$ cat config.mk
export PLATFORM = sky130hd
export DESIGN_NAME = gpt_timer64
export DESIGN_NICKNAME = d
export VERILOG_FILES = /design/src/rtl/gpt_timer64.v /design/src/rtl/gpt_ext_clk_edge.v
export VERILOG_INCLUDE_DIRS = /design/src /design/src/common
export SDC_FILE = /design/constraint.sdc
export NUM_CORES = 1
export LEC_CHECK = 0
export ABC_AREA = 1
export BUFFER_PORTS_ARGS = -buffer_cell sky130_fd_sc_hd__buf_2
export CAP_MARGIN = 10
export CELL_PAD_IN_SITES_DETAIL_PLACEMENT = 1
export CELL_PAD_IN_SITES_GLOBAL_PLACEMENT = 1
export CORE_MARGIN = 2
export CORE_UTILIZATION = 30
export DETAILED_ROUTE_END_ITERATION = 6
export PLACE_DENSITY_LB_ADDON = 0.1
export SLEW_MARGIN = 10
export SYNTH_ARGS = -nofsm -noshare
export SYNTH_HDL_FRONTEND = slang
export SYNTH_SLANG_ARGS = --single-unit
$ cat constraint.sdc
create_clock -name clk_i -period 4.1 [get_ports clk_i]
set_input_delay 0 -clock clk_i [delete_from_list [all_inputs] [get_ports clk_i]]
set_output_delay 0 -clock clk_i [all_outputs]
set_load 0.1 [all_outputs]
$ cat src/common/gpt_consts.vh
// Constants for the 64-bit general-purpose timer block
// Functional notes
// - Clock-source bit 0 selects internal clock, 1 selects synchronized external pin.
// - After reset both halves select the internal clock.
// - In 64-bit and chained mode the low clock-source bit governs all; unchained per half.
// - Instance a has two external clock inputs; instance b has one, lower half only.
// - Lower half drives timer output (the code drives it in 64-bit mode only, 0 otherwise); upper outputs only active in unchained mode.
// - Global mode field 0 selects single 64-bit timer; field resets to 0.
// - Counters and periods concatenate into one 64-bit counter and period.
// - While enabled the counter increments by 1 per selected input clock cycle.
// - Counter equal to period raises a maskable interrupt and a DMA sync event.
// - Continuous mode clears the counter to 0 the cycle after reaching the period.
// - Timer held in reset unless both half-reset bits are 1.
// - Enable 0 holds count, 1 counts to period once, 2h counts and wraps repeatedly.
// - In 64-bit mode only the lower enable field controls running.
// - External clock is synchronized; count value lives in the internal clock domain.
// - Counter and period both 0: enabling accepted but counter does not increment.
// - Reading low counter copies upper counter to shadow; upper read returns shadow in 64-bit mode, live upper counter otherwise.
`ifndef GPT_CONSTS_VH
`define GPT_CONSTS_VH
`define GPT_ADR_ID          4'h0
`define GPT_ADR_COUNT_LOW   4'h4
`define GPT_ADR_COUNT_HIGH  4'h5
`define GPT_ADR_PERIOD_LOW  4'h6
`define GPT_ADR_PERIOD_HIGH 4'h7
`define GPT_ADR_TCR         4'h8
`define GPT_ADR_GCR         4'h9
`define GPT_ADR_INTMASK     4'ha
`define GPT_ID_VALUE        32'h0000_5a01
`define GPT_TCR_LOW_ENA_LSB  6
`define GPT_TCR_LOW_CLK_BIT  8
`define GPT_TCR_HIGH_ENA_LSB 22
`define GPT_TCR_HIGH_CLK_BIT 24
`define GPT_TCR_RESET        32'h0000_0000
`define GPT_GCR_LOW_RS_BIT   0
`define GPT_GCR_HIGH_RS_BIT  1
`define GPT_GCR_MODE_LSB     2
`define GPT_GCR_RESET        32'h0000_0000
`define GPT_MODE_64BIT       2'h0
`define GPT_MODE_UNCHAINED   2'h1
`define GPT_ENA_OFF          2'h0
`define GPT_ENA_ONCE         2'h1
`define GPT_ENA_CONT         2'h2
`endif

$ cat src/rtl/gpt_timer64.v
// Top module of the 64-bit general-purpose timer with Wishbone slave
`timescale 1ns/100ps
`include "gpt_consts.vh"
module gpt_timer64 #(
    parameter HAS_HIGH_EXT = 1
) (
    input  wire        clk_i,
    input  wire        rst_i,
    input  wire        ce_i,
    input  wire        cyc_i,
    input  wire        stb_i,
    input  wire        we_i,
    input  wire [5:0]  adr_i,
    input  wire [3:0]  sel_i,
    input  wire [31:0] dat_i,
    output reg  [31:0] dat_o,
    output reg         ack_o,
    input  wire        low_half_clk_input_i,
    input  wire        high_half_clk_input_i,
    output reg         low_timer_out_o,
    output reg         high_timer_out_o,
    output reg         irq_o,
    output reg         dma_evt_o,
    output reg         running_o
);
    reg  [31:0] count_low_q;
    reg  [31:0] count_high_q;
    reg  [31:0] period_low_q;
    reg  [31:0] period_high_q;
    reg  [31:0] timer_control_q;
    reg  [31:0] global_control_q;
    reg  [31:0] count_shadow_q;
    reg         int_mask_q;
    reg         high_match_q;
    reg         once_done_q;
    reg         high_wrap_q;
    wire        low_ext_rise;
    wire        high_ext_rise;

    // Byte-lane merge for 32-bit writes
    function [31:0] lane_merge;
        input [31:0] old_v;
        input [31:0] new_v;
        input [3:0]  sel_v;
        integer k;
        begin
            lane_merge = old_v;
            for (k = 0; k < 4; k = k + 1) begin
                if (sel_v[k]) begin
                    lane_merge[8*k +: 8] = new_v[8*k +: 8];
                end
            end
        end
    endfunction

    // Input clock qualifier from a select bit
    function tick_sel;
        input clk_sel;
        input ext_rise;
        begin
            tick_sel = clk_sel ? ext_rise : 1'b1;
        end
    endfunction

    gpt_ext_clk_edge u_low_edge (
        .clk_i  (clk_i),
        .rst_i  (rst_i),
        .ce_i   (ce_i),
        .pin_i  (low_half_clk_input_i),
        .rise_o (low_ext_rise)
    );

    // Instance b has no upper external input
    generate
        if (HAS_HIGH_EXT != 0) begin : g_high_ext
            gpt_ext_clk_edge u_high_edge (
                .clk_i  (clk_i),
                .rst_i  (rst_i),
                .ce_i   (ce_i),
                .pin_i  (high_half_clk_input_i),
                .rise_o (high_ext_rise)
            );
        end else begin : g_no_high_ext
            assign high_ext_rise = 1'b0;
        end
    endgenerate

    wire [1:0] timer_mode_field = global_control_q[`GPT_GCR_MODE_LSB +: 2];
    wire       low_run_n_reset  = global_control_q[`GPT_GCR_LOW_RS_BIT];
    wire       high_run_n_reset = global_control_q[`GPT_GCR_HIGH_RS_BIT];
    wire [1:0] low_enable_mode  = timer_control_q[`GPT_TCR_LOW_ENA_LSB +: 2];
    wire [1:0] high_enable_mode = timer_control_q[`GPT_TCR_HIGH_ENA_LSB +: 2];
    wire       low_clk_select   = timer_control_q[`GPT_TCR_LOW_CLK_BIT];
    wire       high_clk_select  = timer_control_q[`GPT_TCR_HIGH_CLK_BIT];
    wire       unchained        = (timer_mode_field == `GPT_MODE_UNCHAINED);
    wire       mode64           = (timer_mode_field == `GPT_MODE_64BIT);

    // Low clock-source bit governs whole timer unless unchained
    wire low_tick  = tick_sel(low_clk_select, low_ext_rise);
    wire high_tick = unchained ? tick_sel(high_clk_select, high_ext_rise) : low_tick;

    // 64-bit concatenation of counter and period
    wire [63:0] count64  = {count_high_q, count_low_q};
    wire [63:0] period64 = {period_high_q, period_low_q};
    wire        match64  = (count64 == period64);
    wire        in_reset = ~(low_run_n_reset & high_run_n_reset);
    wire        low_match  = (count_low_q == period_low_q);
    wire        high_match = (count_high_q == period_high_q);

    // Upper enable ignored outside unchained mode
    wire enabled   = (low_enable_mode != `GPT_ENA_OFF) && !once_done_q;
    wire zero_idle = (count64 == 64'h0) && (period64 == 64'h0);
    wire count_ok  = mode64 && !in_reset && enabled && low_tick && !zero_idle;
    wire high_en   = unchained && high_run_n_reset && (high_enable_mode != `GPT_ENA_OFF);
    wire high_ok   = high_en && high_tick && !high_wrap_q;

    wire        bus_req  = cyc_i & stb_i & ~ack_o;
    wire        bus_wr   = bus_req & we_i;
    wire        bus_rd   = bus_req & ~we_i;
    wire [3:0]  word_adr = adr_i[5:2];
    wire [63:0] count_inc = count64 + 64'h1;

    // Counter, match and pulse logic
    always @(posedge clk_i) begin
        if (rst_i) begin
            count_low_q  <= 32'h0;
            count_high_q <= 32'h0;
            once_done_q  <= 1'b0;
            high_wrap_q  <= 1'b0;
            high_match_q <= 1'b0;
            irq_o        <= 1'b0;
            dma_evt_o    <= 1'b0;
            low_timer_out_o  <= 1'b0;
            high_timer_out_o <= 1'b0;
            running_o    <= 1'b0;
        end else if (ce_i) begin
            irq_o        <= 1'b0;
            dma_evt_o    <= 1'b0;
            high_match_q <= 1'b0;
            running_o    <= count_ok;
            if (low_enable_mode == `GPT_ENA_OFF) begin
                once_done_q <= 1'b0;
            end
            if (in_reset) begin
                count_low_q  <= 32'h0;
                count_high_q <= 32'h0;
                once_done_q  <= 1'b0;
                high_wrap_q  <= 1'b0;
            end else if (mode64) begin
                if (bus_wr && word_adr == `GPT_ADR_COUNT_LOW) begin
                    count_low_q <= lane_merge(count_low_q, dat_i, sel_i);
                end else if (bus_wr && word_adr == `GPT_ADR_COUNT_HIGH) begin
                    count_high_q <= lane_merge(count_high_q, dat_i, sel_i);
                end else if (count_ok) begin
                    if (match64) begin
                        // Single-cycle pulse per match
                        irq_o     <= int_mask_q;
                        dma_evt_o <= 1'b1;
                        if (low_enable_mode == `GPT_ENA_CONT) begin
                            // Next tick after reaching period reads 0
                            count_low_q  <= 32'h0;
                            count_high_q <= 32'h0;
                        end else begin
                            once_done_q <= 1'b1;
                        end
                    end else begin
                        count_low_q  <= count_inc[31:0];
                        count_high_q <= count_inc[63:32];
                    end
                end
                low_timer_out_o <= count_ok && match64;
                high_timer_out_o <= 1'b0;
            end else begin
                // Upper half runs alone only when unchained
                if (unchained && high_ok) begin
                    if (high_match) begin
                        high_match_q <= 1'b1;
                        count_high_q <= (high_enable_mode == `GPT_ENA_CONT) ?
                                        32'h0 : count_high_q;
                        high_wrap_q  <= (high_enable_mode != `GPT_ENA_CONT);
                    end else begin
                        count_high_q <= count_high_q + 32'h1;
                    end
                end
                high_timer_out_o <= unchained & high_match_q;
                low_timer_out_o  <= 1'b0;
                if (high_enable_mode == `GPT_ENA_OFF) begin
                    high_wrap_q <= 1'b0;
                end
            end
        end
    end

    // Register file and shadow capture
    always @(posedge clk_i) begin
        if (rst_i) begin
            period_low_q     <= 32'h0;
            period_high_q    <= 32'h0;
            timer_control_q  <= `GPT_TCR_RESET;
            global_control_q <= `GPT_GCR_RESET;
            int_mask_q       <= 1'b0;
            count_shadow_q   <= 32'h0;
            dat_o            <= 32'h0;
            ack_o            <= 1'b0;
        end else if (ce_i) begin
            ack_o <= bus_req;
            dat_o <= 32'h0;
            if (bus_wr) begin
                case (word_adr)
                    `GPT_ADR_PERIOD_LOW:  period_low_q  <=
                        lane_merge(period_low_q, dat_i, sel_i);
                    `GPT_ADR_PERIOD_HIGH: period_high_q <=
                        lane_merge(period_high_q, dat_i, sel_i);
                    `GPT_ADR_TCR: timer_control_q <=
                        lane_merge(timer_control_q, dat_i, sel_i);
                    `GPT_ADR_GCR: global_control_q <=
                        lane_merge(global_control_q, dat_i, sel_i);
                    `GPT_ADR_INTMASK: if (sel_i[0]) int_mask_q <= dat_i[0];
                    default: ;
                endcase
            end
            if (bus_rd) begin
                case (word_adr)
                    `GPT_ADR_ID:          dat_o <= `GPT_ID_VALUE;
                    `GPT_ADR_COUNT_LOW: begin
                        dat_o <= count_low_q;
                        count_shadow_q <= count_high_q;
                    end
                    `GPT_ADR_COUNT_HIGH:  dat_o <= mode64 ? count_shadow_q
                                                          : count_high_q;
                    `GPT_ADR_PERIOD_LOW:  dat_o <= period_low_q;
                    `GPT_ADR_PERIOD_HIGH: dat_o <= period_high_q;
                    `GPT_ADR_TCR:         dat_o <= timer_control_q;
                    `GPT_ADR_GCR:         dat_o <= global_control_q;
                    `GPT_ADR_INTMASK:     dat_o <= {31'h0, int_mask_q};
                    default:              dat_o <= 32'h0;
                endcase
            end
        end
    end

    wire unused_low_match = low_match;
endmodule // gpt_timer64

$ cat src/rtl/gpt_ext_clk_edge.v
// External clock pin synchronizer and rising-edge detector
`timescale 1ns/100ps
module gpt_ext_clk_edge (
    input  wire clk_i,
    input  wire rst_i,
    input  wire ce_i,
    input  wire pin_i,
    output reg  rise_o
);
    reg meta_q;
    reg sync_q;
    reg last_q;

    // Two flops before use, then edge detect
    always @(posedge clk_i) begin
        if (rst_i) begin
            meta_q <= 1'b0;
            sync_q <= 1'b0;
            last_q <= 1'b0;
            rise_o <= 1'b0;
        end else if (ce_i) begin
            meta_q <= pin_i;
            sync_q <= meta_q;
            last_q <= sync_q;
            rise_o <= sync_q & ~last_q;
        end
    end
endmodule // gpt_ext_clk_edge

Word-level counts from Yosys, hierarchy flattened --
Cells that the tools add are included.
Operators by class: $add $sub $neg 2, eq/ne operators 33, multiplexer cells 57, bitwise operators 12, reductions and logical operators 53
Operator list (count):
- $mux W32 | 18
- $pmux W32 S8 | 1
- $logic_not A64 Y1 | 2
- $reduce_and A4 Y1 | 18
- $add A64 B1 Y64 const B | 1
- $eq A64 B64 Y1 | 1
- $mux W1 | 34
- $add A32 B1 Y32 const B | 1
- $eq A32 B32 Y1 | 1
- $mux W8 | 4
- $reduce_and A7 Y1 | 4
- $reduce_and A6 Y1 | 4
- $ne A3 B3 Y1 const B | 6
- $eq A4 B3 Y1 const B | 4
- $ne A4 B4 Y1 const B | 4
- $logic_and A1 B1 Y1 | 14
- $eq A4 B4 Y1 const B | 3
- $ne A3 B2 Y1 const B | 3
- $and A1 B1 Y1 | 8
- $ne A4 B3 Y1 const B | 2
- $logic_not A2 Y1 | 3
- $ne A2 B2 Y1 const B | 3
- $ne A5 B3 Y1 const B | 1
- $eq A2 B2 Y1 const B | 2
- 9 further kinds | 15
Word-level totals: flip-flop bits (word level) 274, input bits 50, logic and storage cells 201

Logic depth before layout (Yosys ltp) --
Gate-level depths: netlist (run 1).
depth after elaboration 10, mapped depth 17

By module --
From an unflattened synthesis (run 1), not the netlist that was laid out.
Unflattened totals: cells, all modules 2766, area total of the unflattened synthesis 16838.6 sq um
By module, submodules not included:
- gpt_timer64 | times used 1, cells an instance 2730, area an instance 16560.9 sq um, sequential area each 5325.1 sq um
- gpt_ext_clk_edge | times used 2, cells an instance 18, area an instance 138.9 sq um, sequential area each 80.1 sq um

Worst setup path before layout (run 1) --
Ideal clock, no wire load.
path type register -> register, start point register ack_o, end point register count_high_q[29], arrival time 2.455 ns, data required time 3.987 ns, slack 1.532 ns, stages on the path, launching flop included 11, period minus slack after synthesis 2.568 ns, cells stage by stage dfxtp_1 > nor2_1 > nand2_1 > nor2_8 > inv_2 > o21ai_0 > nor2_2 > nand3_4 > buf_6 > nor2_1 > nor2_1
On the way: cells in the longest elaborated chain, start to end 8, elaborated cells on any way between the ends 14
Ends and longest elaborated chain:
- start: declaration | line gpt_timer64.v:17 | output reg ack_o,
- start signal: assignment | line gpt_timer64.v:206 | ack_o <= bus_req;
- $not A1 Y1 * | line gpt_timer64.v:117 | wire bus_req = cyc_i & stb_i & ~ack_o;
- $and A1 B1 Y1 * | line gpt_timer64.v:117
- $and A1 B1 Y1 * | line gpt_timer64.v:118 | wire bus_wr = bus_req & we_i;
- $logic_and A1 B1 Y1 (no source line)
- $mux W32 | line gpt_timer64.v:152 | end else if (bus_wr && word_adr == `GPT_ADR_COUNT_HIGH) begin
- $mux W32 | line gpt_timer64.v:150 | if (bus_wr && word_adr == `GPT_ADR_COUNT_LOW) begin
- $mux W32 | line gpt_timer64.v:149 | end else if (mode64) begin
- $mux W32 | line gpt_timer64.v:144 | if (in_reset) begin
- end signal: assignment | line gpt_timer64.v:153 | count_high_q <= lane_merge(count_high_q, dat_i, sel_i);
- end signal: assignment | line gpt_timer64.v:168 | count_high_q <= count_inc[63:32];
- end signal: assignment | line gpt_timer64.v:178 | count_high_q <= (high_enable_mode == `GPT_ENA_CONT) ?
- end: declaration | line gpt_timer64.v:27 | reg [31:0] count_high_q;
Mark *: on every way between the ends. The rest lies on a longest branch, timed or not. The select of a mux whose other input is x is not followed. A chain may end at the register's enable or synchronous reset.

Final worst setup path (run 1) --
start point input port stb_i, end point register count_high_q[3]
On the way: cells in the longest elaborated chain, start to end 8, elaborated cells on any way between the ends 14
Ends and longest elaborated chain:
- start: declaration | line gpt_timer64.v:11 | input wire stb_i,
- $and A1 B1 Y1 * (2 in series) | line gpt_timer64.v:117
- $and A1 B1 Y1 * | line gpt_timer64.v:118
- $logic_and A1 B1 Y1 (no source line)
- $mux W32 | line gpt_timer64.v:152
- $mux W32 | line gpt_timer64.v:150
- $mux W32 | line gpt_timer64.v:149
- $mux W32 | line gpt_timer64.v:144
Marked as above.

==> results of run 1 <==
[path summary, 6_finish.rpt]
path                                           from                                end  slack [ns]  depth (start not counted)
hold / removal                             adr_i[4]             dat_o[12]$_SDFFE_PP0P_        0.06                          6
setup / recovery                              stb_i       count_high_q[3]$_SDFFE_PP0P_        0.85                         15
setup reg to reg      count_high_q[25]$_SDFFE_PP0P_       count_low_q[25]$_SDFFE_PP0P_        0.96                         14
hold reg to reg   global_control_q[18]$_SDFFE_PP0P_  global_control_q[18]$_SDFFE_PP0P_        0.46                          2
[registers in the layout, indices dropped and copies added, names as in the netlist, 32 cells and up]
signal	cells
timer_control_q	32
count_high_q	32
period_low_q	32
dat_o	32
global_control_q	32
count_shadow_q	32
period_high_q	32
count_low_q	32
[cells in the mapped netlist (13+ instances only)]
master / n / area (um2)
nand2_1: 689 / 2590
nor2_1: 391 / 1470
a21oi_1: 296 / 1480
dfxtp_1: 274 / 5490
inv_1: 260 / 976
o21ai_0: 250 / 1250
nand3_1: 164 / 821
clkbuf_1: 94 / 353
xor2_1: 68 / 596
o221ai_1: 37 / 324
nand4_1: 36 / 225
buf_2: 23 / 115
inv_2: 22 / 82.6
nor3_1: 17 / 85.1
o22ai_1: 14 / 87.6
o211ai_1: 13 / 97.6
[metal layers]
| layer | up-vias | global-route usage [%] | share of wire [%] |
|---|---|---|---|
| met5 | - | 0 | 0.0097 |
| met4 | 2 | 13.6 | 4.5 |
| met3 | 169 | 4.00 | 4.6 |
| met2 | 536 | 53.7 | 47 |
| met1 | 9403 | 41.2 | 44 |
| li1 | 9079 | - | - |
[worst reg2reg max path: stages (launching register included)]
cell and delay, ns:
dfxtp_1 0.57, inv_2 0.16, nand2_1 0.09, nand2_1 0.05, nor2_1 0.37, nand3_1 0.13
nor2_1 0.12, nand2_1 0.10, nor2_4 0.29, nand3_2 0.12, nand3_1 0.10, nand2_2 0.34
buf_4 0.35, a21oi_1 0.16, nor2_1 0.07
[through the flow]
step / power [mW] / cell area (um2) / instances / hold WS, ns / setup slack, ns
finish: 6.97 / 19700 / 3596 / 0.0581 / 0.849
CTS: 7.02 / 19700 / 3594 / 0.0445 / 0.911
global placement: 3.48 / 17900 / 3481 / 0.223 / 1.06
floorplan: 3.18 / 16800 / 2738 / 0.135 / 1.53
global route: 7.17 / 19700 / 3594 / 0.0936 / 0.684
detailed placement: 3.50 / 17900 / 3481 / 0.228 / 1.04
[placed cells by master, fill, tap and decap left out, types with 5 or more instances in the layout]
cell type and instances:
nor3_1 17, clkbuf_1 6, dfxtp_1 274, a21oi_1 296
inv_2 22, inv_1 259, buf_4 49, clkbuf_16 38
buf_2 85, xnor2_1 8, clkbuf_8 10, dlygate4sd3_1 45
xor2_1 68, a221oi_1 5, o22ai_1 14, o21ai_0 250
o221ai_1 37, nand4_1 36, nor2_2 9, nor2_1 387
o211ai_1 13, clkinv_2 6, nand3_1 164, nand2_1 688
[area by class of cell]
type,instances,area [um2]
Fill cell,7188,35500
Clock buffer,54,1110
Tap cell,748,936
Sequential cell,274,5490
Timing Repair Buffer,181,1280
Clock inverter,14,180
Multi-Input combinational cell,2038,9610
Antenna cell,2,5.00
Inverter,285,1080
[repair_timing]
action                                 CTS  global route
resized for setup                        0             0
hold buffers                            45             0
endpoints found under the hold margin  161             0
[power breakdown]
| group | switching (mW) | leakage [nW] | total, mW | internal, mW |
|---|---|---|---|---|
| registers | 0.0864 | 2.22 | 2.79 | 2.70 |
| clock network | 1.40 | 0.634 | 3.49 | 2.09 |
| logic | 0.495 | 5.51 | 0.693 | 0.198 |
| total | 1.98 | 8.36 | 6.97 | 4.99 |
[cell families after synthesis]
kind of cell / after synthesis
AO/OA/AOI/OAI: 630
XOR/XNOR: 76
adder cells (fa/ha/maj): 4
buffers and inverters: 426
flip-flops: 274
AND/OR/NAND/NOR: 1328
==> summary.md, run 1 <==
| Metric | Value |
|---|---|
| Clk pin slew, worst setup/hold paths | around 0.06 ns |
| Number of synthesized flops with an enable pin | 0 |
| Area Growth Syn to Fin | 17.3% |
| Seq/Total Area, Yosys | around a third |
| Clock tree buffer depth | 3 |
| DR iter-0 viols | between 1000 and 1500 |
| Routed via count | ~19000 |
| Detailed Place HPWL | approximately 72 mm |
| Avg Cell Area, Syn | between 6 and 7 um2 |
| Worst stage delay on the critical path | between 0.5 and 0.6 ns |
| VDD IR max | between 0.2 and 0.25 mV |
| WL per Instance | ~26 um |
| Measured slew at the worst slew-check pin | roughly 0.96 ns |
| Share of cells above drive strength 1 | 8.75% |
| RSZ-0062 raised after global routing | no |
| Netlist cell types | 45 |
| Total CTS buffers | 37 |
| Final hold vios | 0 |
| Core ar. | around 55000 um2 |
| Die Height | 241 um |
| Final setup fails | 0 |
| Yosys Warn Count | 0 |
| XOR/XNOR share of the synthesized area | 3.96% |
| Period utilization | about four fifths |
| TritonRoute pass-1 iters | 5 |
| ANT nets after route | 0 |
| CP max-delay cell | dlygate4sd3_1 |
| Buf+Inv Stages, Crit Path | 5 |
| Setup crit end kind | flop |
| WP data required | roughly 4.6 ns |
| Crit Path Class | in2reg |
| DR vias/cell | 5.34 |
| Post-route DRC | 0 |
| Min Tclk post-route | roughly 3.3 ns |
| Die ar. | 57900 um2 |
| PortBufs | 85 |
| Pin count of the biggest net entering global routing | 78 |
| Crit path arrival time | around 3.8 ns |
| Compound-cell area share of the yosys netlist | between 20% and 30% |
| Worst skew pair latency | 0.58 ns |
| Synthesized instance count | 2738 |
| Clock Skews | roughly 0.033 ns |
| Pwr dens | ~350 nW/um2 |
| GRT overflow | 0 |
| #FFs+latches synth | around 270 |
| Adder-cell share of the synthesized area | less than 1% |
| Status | finished clean |
| Post-CTS Setup Bufs | 0 |
| CTS sink cnt | about 270 |
| Top delay family on crit path | buffers and inverters |
| Initial antenna violation count | 3 |
| CTS tree | yes |
| RePlAce Congestion | between 0.9 and 1 |
| Total negative slack | 0 ns |
| Worst hold path class | in2reg |
| Rows | 86 |
| Fin util | a little over a third |
| Vias in the first global route | ~19000 |
| Ys flop type | dfxtp_1 |
| Fmax | between 300 and 400 MHz |
| First-pass GRT wire length | roughly 130 mm |
| Final Max Slew Viols | 0 |
| Starting Density | between 30% and 40% |
| Combinational family with the most area after synthesis | simple AND/OR/NAND/NOR gates |
| Worst-path cell chain | dlygate4sd3_1 > buf_2 > nand2_1 > dlygate4sd3_1 > nor2_1 > nand2_1 > nor2_8 > inv_2 > buf_4 > o21ai_0 > nor2_2 > nand3_4 > nand2_1 > nand2_1 > nor2_1 |
| Async S/R FF share, synth | 0% |
| Post-synthesis net count | roughly 2800 |
| Total track usage | 31.9% |
| Synth Cell Area | 16800 um2 |
| Multiplexer share of the synthesized area | 0% |
| Final WL | between 90 and 100 mm |
| Simple-gate share of the synthesized area | 32.6% |
| # IOs | a little under 90 |
| CP max FO | between 40 and 50 |
| CTS H-tree lvls | 2 |
| Max Cap Violations | 0 |
| Chip width | 241 um |
| Leakage power | ~8.4 nW |
| Rel. slew slack | a little over a third |
| Root buffer cell | clkbuf_16 |
| Post-layout nets | between 2000 and 3000 |
| CP Launch Type | input pin |
| Cell mode on critical path | nand2_1 |
(Power assumes the default switching activity.)
==> run 2: changes to the inputs <==
==> constraint.sdc (replaced) <==
create_clock -name clk_i -period 3.2 [get_ports clk_i]
set_input_delay 0 -clock clk_i [delete_from_list [all_inputs] [get_ports clk_i]]
set_output_delay 0 -clock clk_i [all_outputs]
set_load 0.1 [all_outputs]
==> run 2 against run 1 <==
Against the previous run: clock-buffer cell count grew 2; flip-flop and latch count is the same; sequential power up 27%; via count increased by 3.0%; combinational power rose by 38%; hold slack got worse by 0.030 ns; worst setup slack worse by 0.59 ns; critical path depth is 2 lower; global-route usage shrank 0.20 points; final area increased by 2.9%; final cell count increased by 2.2%; routed wire length up 0.24%; critical endpoint is now count_low_q[27]$_SDFFE_PP0P_.
==> summary.md, run 2 (synthesis gave the netlist of run 1 again) <==
| Metric | Value |
|---|---|
| Initial antenna violation count | 0 |
| Die Height | ~240 um |
| # IOs | between 80 and 90 |
| RePlAce Congestion | approximately 0.97 |
| Crit Path Class | reg2reg |
| Leakage power | slightly below 9 nW |
| Area Growth Syn to Fin | 20.7% |
| RSZ-0062 raised after global routing | no |
| CTS sink cnt | 274 |
| Starting Density | a little under a third |
| Die ar. | 57900 um2 |
| CTS tree | yes |
| DR iter-0 viols | between 1000 and 1500 |
| Setup WS pre-CTS | 0.147 ns |
| Clock Skews | just under 0.03 ns |
| Max Cap Violations | 0 |
| Crit path arrival time | 3.39 ns |
| Pwr dens | approximately 440 nW/um2 |
| Worst hold path class | in2reg |
| VDD IR max | about 0.39 mV |
| First-pass GRT wire length | ~130 mm |
| Leading cell type in the layout, fill and taps excluded | nand2_1 |
| Total track usage | between 30% and 40% |
| Period utilization | between 90% and 100% |
| Pin count of the biggest net entering global routing | between 80 and 90 |
| Rel. slew slack | a little under a third |
| Post-layout nets | just under 3000 |
| DP Cell Count | 3564 |
| Final setup fails | 0 |
| CTS H-tree lvls | 2 |
| Detailed Place HPWL | approximately 72 mm |
| Fin cells | between 3000 and 4000 |
| Commonest cells after routing, fill and taps aside | 688 x nand2_1, 386 x nor2_1, 296 x a21oi_1 |
| Fmax | approximately 340 MHz |
| Final Max Slew Viols | 0 |
| GRT overflow | 0 |
| Status | finished clean |
| Register share of total power | ~40% |
| Fillers | a little over 7000 |
| WL per Instance | 25.2 um |
| Root buffer cell | clkbuf_16 |
| Switching Share | between 20% and 30% |
| Total CTS buffers | 37 |
| Internal | 6.32 mW |
| Share of cells above drive strength 1 | around 11% |
| CP max FO | 13 |
| Final WS setup | 0.263 ns |
| Final WL | ~93 mm |
| Total negative slack | 0 ns |
| Clock tree buffer depth | 3 |
| Min Tclk post-route | 2.94 ns |
| Clock share of power | 49.1% |
| Vias in the first global route | around 20000 |
| Clk pin slew, worst setup/hold paths | ~0.060 ns |
| Rows | 86 |
| Core ar. | ~55000 um2 |
| ANT nets after route | 0 |
| TritonRoute pass-1 iters | 5 |
| Post-CTS Setup Bufs | 0 |
| Worst skew pair latency | 0.58 ns |
| Final hold vios | 0 |
| Fin util | 36.7% |
| PortBufs | 85 |
| Setup crit end kind | flop |
| WP data required | 3.66 ns |
| CP Launch Type | flop |
| Routed via count | between 15000 and 20000 |
| Comb power frac | 10.8% |
| Psw | around 2.5 mW |
| Chip width | about 240 um |
| Measured slew at the worst slew-check pin | 1.04 ns |
| Post-route DRC | 0 |
| DR vias/cell | roughly 5.4 |
[run 2: power groups by stage]
stage / sequential (mW) / clock [mW] / combinational (mW)
6_report: 3.55 / 4.35 / 0.955
5_1_grt: 3.55 / 4.54 / 1.03
4_1_cts: 3.55 / 4.43 / 0.942
3_5_place_dp: 3.62 / 0 / 0.896
3_3_place_gp: 3.62 / 0 / 0.882
2_1_floorplan: 3.59 / 0 / 0.490
[run 2: critical path: stages, from the launching register on]
cell,delay [ns]
dfxtp_1,0.42
nor2_1,0.50
nand3_1,0.37
nor2_1,0.17
nand2_1,0.08
nor2_1,0.10
nand2_1,0.11
nor2_1,0.12
nor2_1,0.07
nand3_1,0.09
nand2_2,0.27
buf_4,0.30
a21oi_1,0.13
nor2_1,0.06
[run 2: final timing paths]
path	end	slack, ns	depth (start not counted)	start
max reg2reg	count_low_q[27]$_SDFFE_PP0P_	0.26	13	count_low_q[13]$_SDFFE_PP0P_
max	count_low_q[27]$_SDFFE_PP0P_	0.26	13	count_low_q[13]$_SDFFE_PP0P_
min	period_high_q[25]$_SDFFE_PP0P_	0.03	5	sel_i[3]
min reg2reg	global_control_q[26]$_SDFFE_PP0P_	0.46	2	global_control_q[26]$_SDFFE_PP0P_
[run 2: stage by stage]
step,total power [mW],cell area (um2),hold WS [ns]
floorplan,4.08,16800,0.135
finish,8.86,20300,0.0286
global placement,4.50,18600,0.228
global route,9.12,20300,0.0592
CTS,8.92,20300,0.00932
detailed placement,4.52,18600,0.237
[run 2: timing repair]
| action | CTS | global route |
|---|---|---|
| hold buffers | 44 | 0 |
| setup endpoints to repair | 0 | 5 |
| resized for setup | 0 | 2 |
| hold endpoints to repair | 164 | 0 |
[run 2: cell type report]
cell class / instances / area [um2] / area share, %
diodes: 1 / 2.50 / 0.0123
clock buffers: 56 / 1110 / 5.47
clock inverters: 10 / 131 / 0.648
inverters: 285 / 1080 / 5.32
multi-input cells: 2038 / 9620 / 47.4
flip-flops and latches: 274 / 5490 / 27.1
well taps: 748 / 936 / 4.62
repair buffers: 263 / 1910 / 9.42
[run 2: layer usage]
metal / wire length, um / track usage [%]
met5: 0 / 0
met4: 3890 / 12.1
met2: 44100 / 54.0
met1: 40300 / 41.3
met3: 4300 / 3.37
==> run 3: changes to the inputs <==
--- a/config.mk
+++ b/config.mk
@@ -14,6 +14,7 @@
 export CORE_MARGIN = 2
 export CORE_UTILIZATION = 30
 export DETAILED_ROUTE_END_ITERATION = 6
+export HOLD_SLACK_MARGIN = 0.15
 export PLACE_DENSITY_LB_ADDON = 0.1
 export SLEW_MARGIN = 10
 export SYNTH_ARGS = -nofsm -noshare
==> run 3 against run 2 <==
Against the previous run: critical path depth increased by 1; highest routed layer unchanged; register-to-register slack got worse by 0.04 ns; final cell count up 0.16%; critical path type is now in2reg; first-iteration DRC count grew 5.2%; final area rose by 0.30%.
==> summary.md, run 3 (synthesis gave the netlist of run 1 again) <==
| Metric | Value |
|---|---|
| Status | finished clean |
| DP Cell Count | around 3600 |
| Clock tree buffer depth | 3 |
| CTS H-tree lvls | 2 |
| Register share of total power | between 40 and 50% |
| Internal | around 6.3 mW |
| Die Height | 241 um |
| CP max FO | 15 |
| Commonest cells after routing, fill and taps aside | 688 x nand2_1, 386 x nor2_1, 296 x a21oi_1 |
| Pwr dens | between 400 and 500 nW/um2 |
| Worst skew pair latency | just under 0.6 ns |
| Post-layout nets | a little under 3000 |
| ANT nets after route | 0 |
| Routed via count | 19700 |
| PortBufs | 85 |
| Starting Density | a little under a third |
| Total track usage | a little under a third |
| Fin cells | about 3700 |
| Share of cells above drive strength 1 | between 10% and 20% |
| Initial antenna violation count | 0 |
| RePlAce Congestion | around 0.97 |
| TritonRoute pass-1 iters | 6 |
| Clock Skews | ~0.027 ns |
| Clk pin slew, worst setup/hold paths | around 0.060 ns |
| Root buffer cell | clkbuf_16 |
| Die ar. | ~58000 um2 |
| Crit Path Class | in2reg |
| First-pass GRT wire length | 134 mm |
| Core ar. | around 55000 um2 |
| Hold path cells | 6 |
| Post-route DRC | 0 |
| Rows | 86 |
| Final WL | 92.7 mm |
| Leading cell type in the layout, fill and taps excluded | nand2_1 |
| Pin count of the biggest net entering global routing | 82 |
| Max Cap Violations | 0 |
| DR vias/cell | 5.36 |
| Worst stage delay on the critical path | 0.55 ns |
| Worst-path cell chain | dlygate4sd3_1 > buf_2 > nand2_1 > dlygate4sd3_1 > nor2_1 > nand2_1 > buf_4 > clkinv_1 > nand2_1 > nor2_1 > buf_4 > o21ai_0 > a21oi_1 > dlygate4sd3_1 |
| Total negative slack | 0 ns |
| # IOs | 88 |
| Reg2Reg Depth | 14 |
| Leakage power | approximately 9 nW |
| Dpl cell area | around 19000 um2 |
| WL per Instance | 25.2 um |
| Min Tclk post-route | approximately 3 ns |
| Vias in the first global route | around 20000 |
| Total CTS buffers | 37 |
| Rel. slew slack | roughly 29% |
| CP max-delay cell | dlygate4sd3_1 |
| Fmax | ~330 MHz |
| Setup crit end kind | flop |
| Design Area, Final | around 20000 um2 |
| Area Growth Syn to Fin | 21.0% |
| DR iter-0 viols | between 1000 and 1500 |
| Clock share of power | 49.1% |
| VDD IR max | 0.390 mV |
| Period utilization | between 90% and 100% |
| CTS sink cnt | about 270 |
| RSZ-0062 raised after global routing | no |
| CTS tree | yes |
| Worst hold path class | in2reg |
| Detailed Place HPWL | 72.5 mm |
| Comb power frac | a little over a tenth |
| Fin util | between 30% and 40% |
| Switching Share | between 20 and 30% |
| Psw | around 2.5 mW |
| Crit path arrival time | roughly 3.5 ns |
| Chip width | roughly 240 um |
| WP data required | ~3.6 ns |
| Measured slew at the worst slew-check pin | about 1.1 ns |
| CP Launch Type | input pin |
| Final Max Slew Viols | 0 |
| Final hold vios | 0 |
| Final setup fails | 0 |
| GRT overflow | 0 |
[run 3: cell types whose count changed in the layout (fill, tap and decap cells not counted), sizes merged]
cell,delta
dlygate4sd3,+6
[run 3: final timing paths]
path | start | to | slack, ns
worst min-delay path | adr_i[2] | dat_o[0]$_SDFFE_PP0P_ | 0.20
worst max register to register | count_low_q[13]$_SDFFE_PP0P_ | count_low_q[26]$_SDFFE_PP0P_ | 0.22
worst min register to register | global_control_q[26]$_SDFFE_PP0P_ | global_control_q[26]$_SDFFE_PP0P_ | 0.46
worst max-delay path | stb_i | timer_control_q[3]$_SDFFE_PP0P_ | 0.18
[run 3: final cells by class]
class / instances / area, um2
antenna: 1 / 2.50
clock buffer: 56 / 1110
clock inverter: 10 / 131
fill: 7277 / 34900
inverter: 285 / 1080
multi-input combinational: 2038 / 9620
sequential: 274 / 5490
tap: 748 / 936
timing repair buffer: 269 / 1970
[run 3: metrics by stage]
step	hold slack [ns]	power, mW	setup slack, ns
floorplan	0.135	4.08	0.632
global placement	0.228	4.50	0.0844
detailed placement	0.237	4.52	0.147
CTS	0.191	8.92	0.117
global route	0.265	9.12	0.0579
finish	0.203	8.86	0.185
[run 3: per-layer routing]
layer / GRT usage [%] / vias up / routed length [um]
met4: 11.8 / 0 / 3790
li1: - / 9247 / -
met5: 0 / - / 0
met2: 54.2 / 561 / 44100
met1: 41.3 / 9784 / 40400
met3: 3.35 / 150 / 4370
[run 3: critical path: cells and delay by family]
| family | cells | cell delay, ns |
|---|---|---|
| buf+inv | 7 | 2.45 |
| simple gates | 5 | 0.79 |
| compound gates | 2 | 0.21 |
[run 3: what timing repair did]
item,in CTS,in global routing
gates resized for setup,0,2
hold buffers,50,0
endpoints found under the setup margin,0,5
hold endpoints to repair,240,0
buffers inserted,0,0
[run 3: power groups by stage]
stage | logic, mW | registers (mW) | clock network, mW
after global placement | 0.882 | 3.62 | 0
after CTS | 0.946 | 3.55 | 4.43
final | 0.960 | 3.55 | 4.35
after detailed placement | 0.896 | 3.62 | 0
after floorplan | 0.490 | 3.59 | 0
after global routing | 1.03 | 3.55 | 4.54
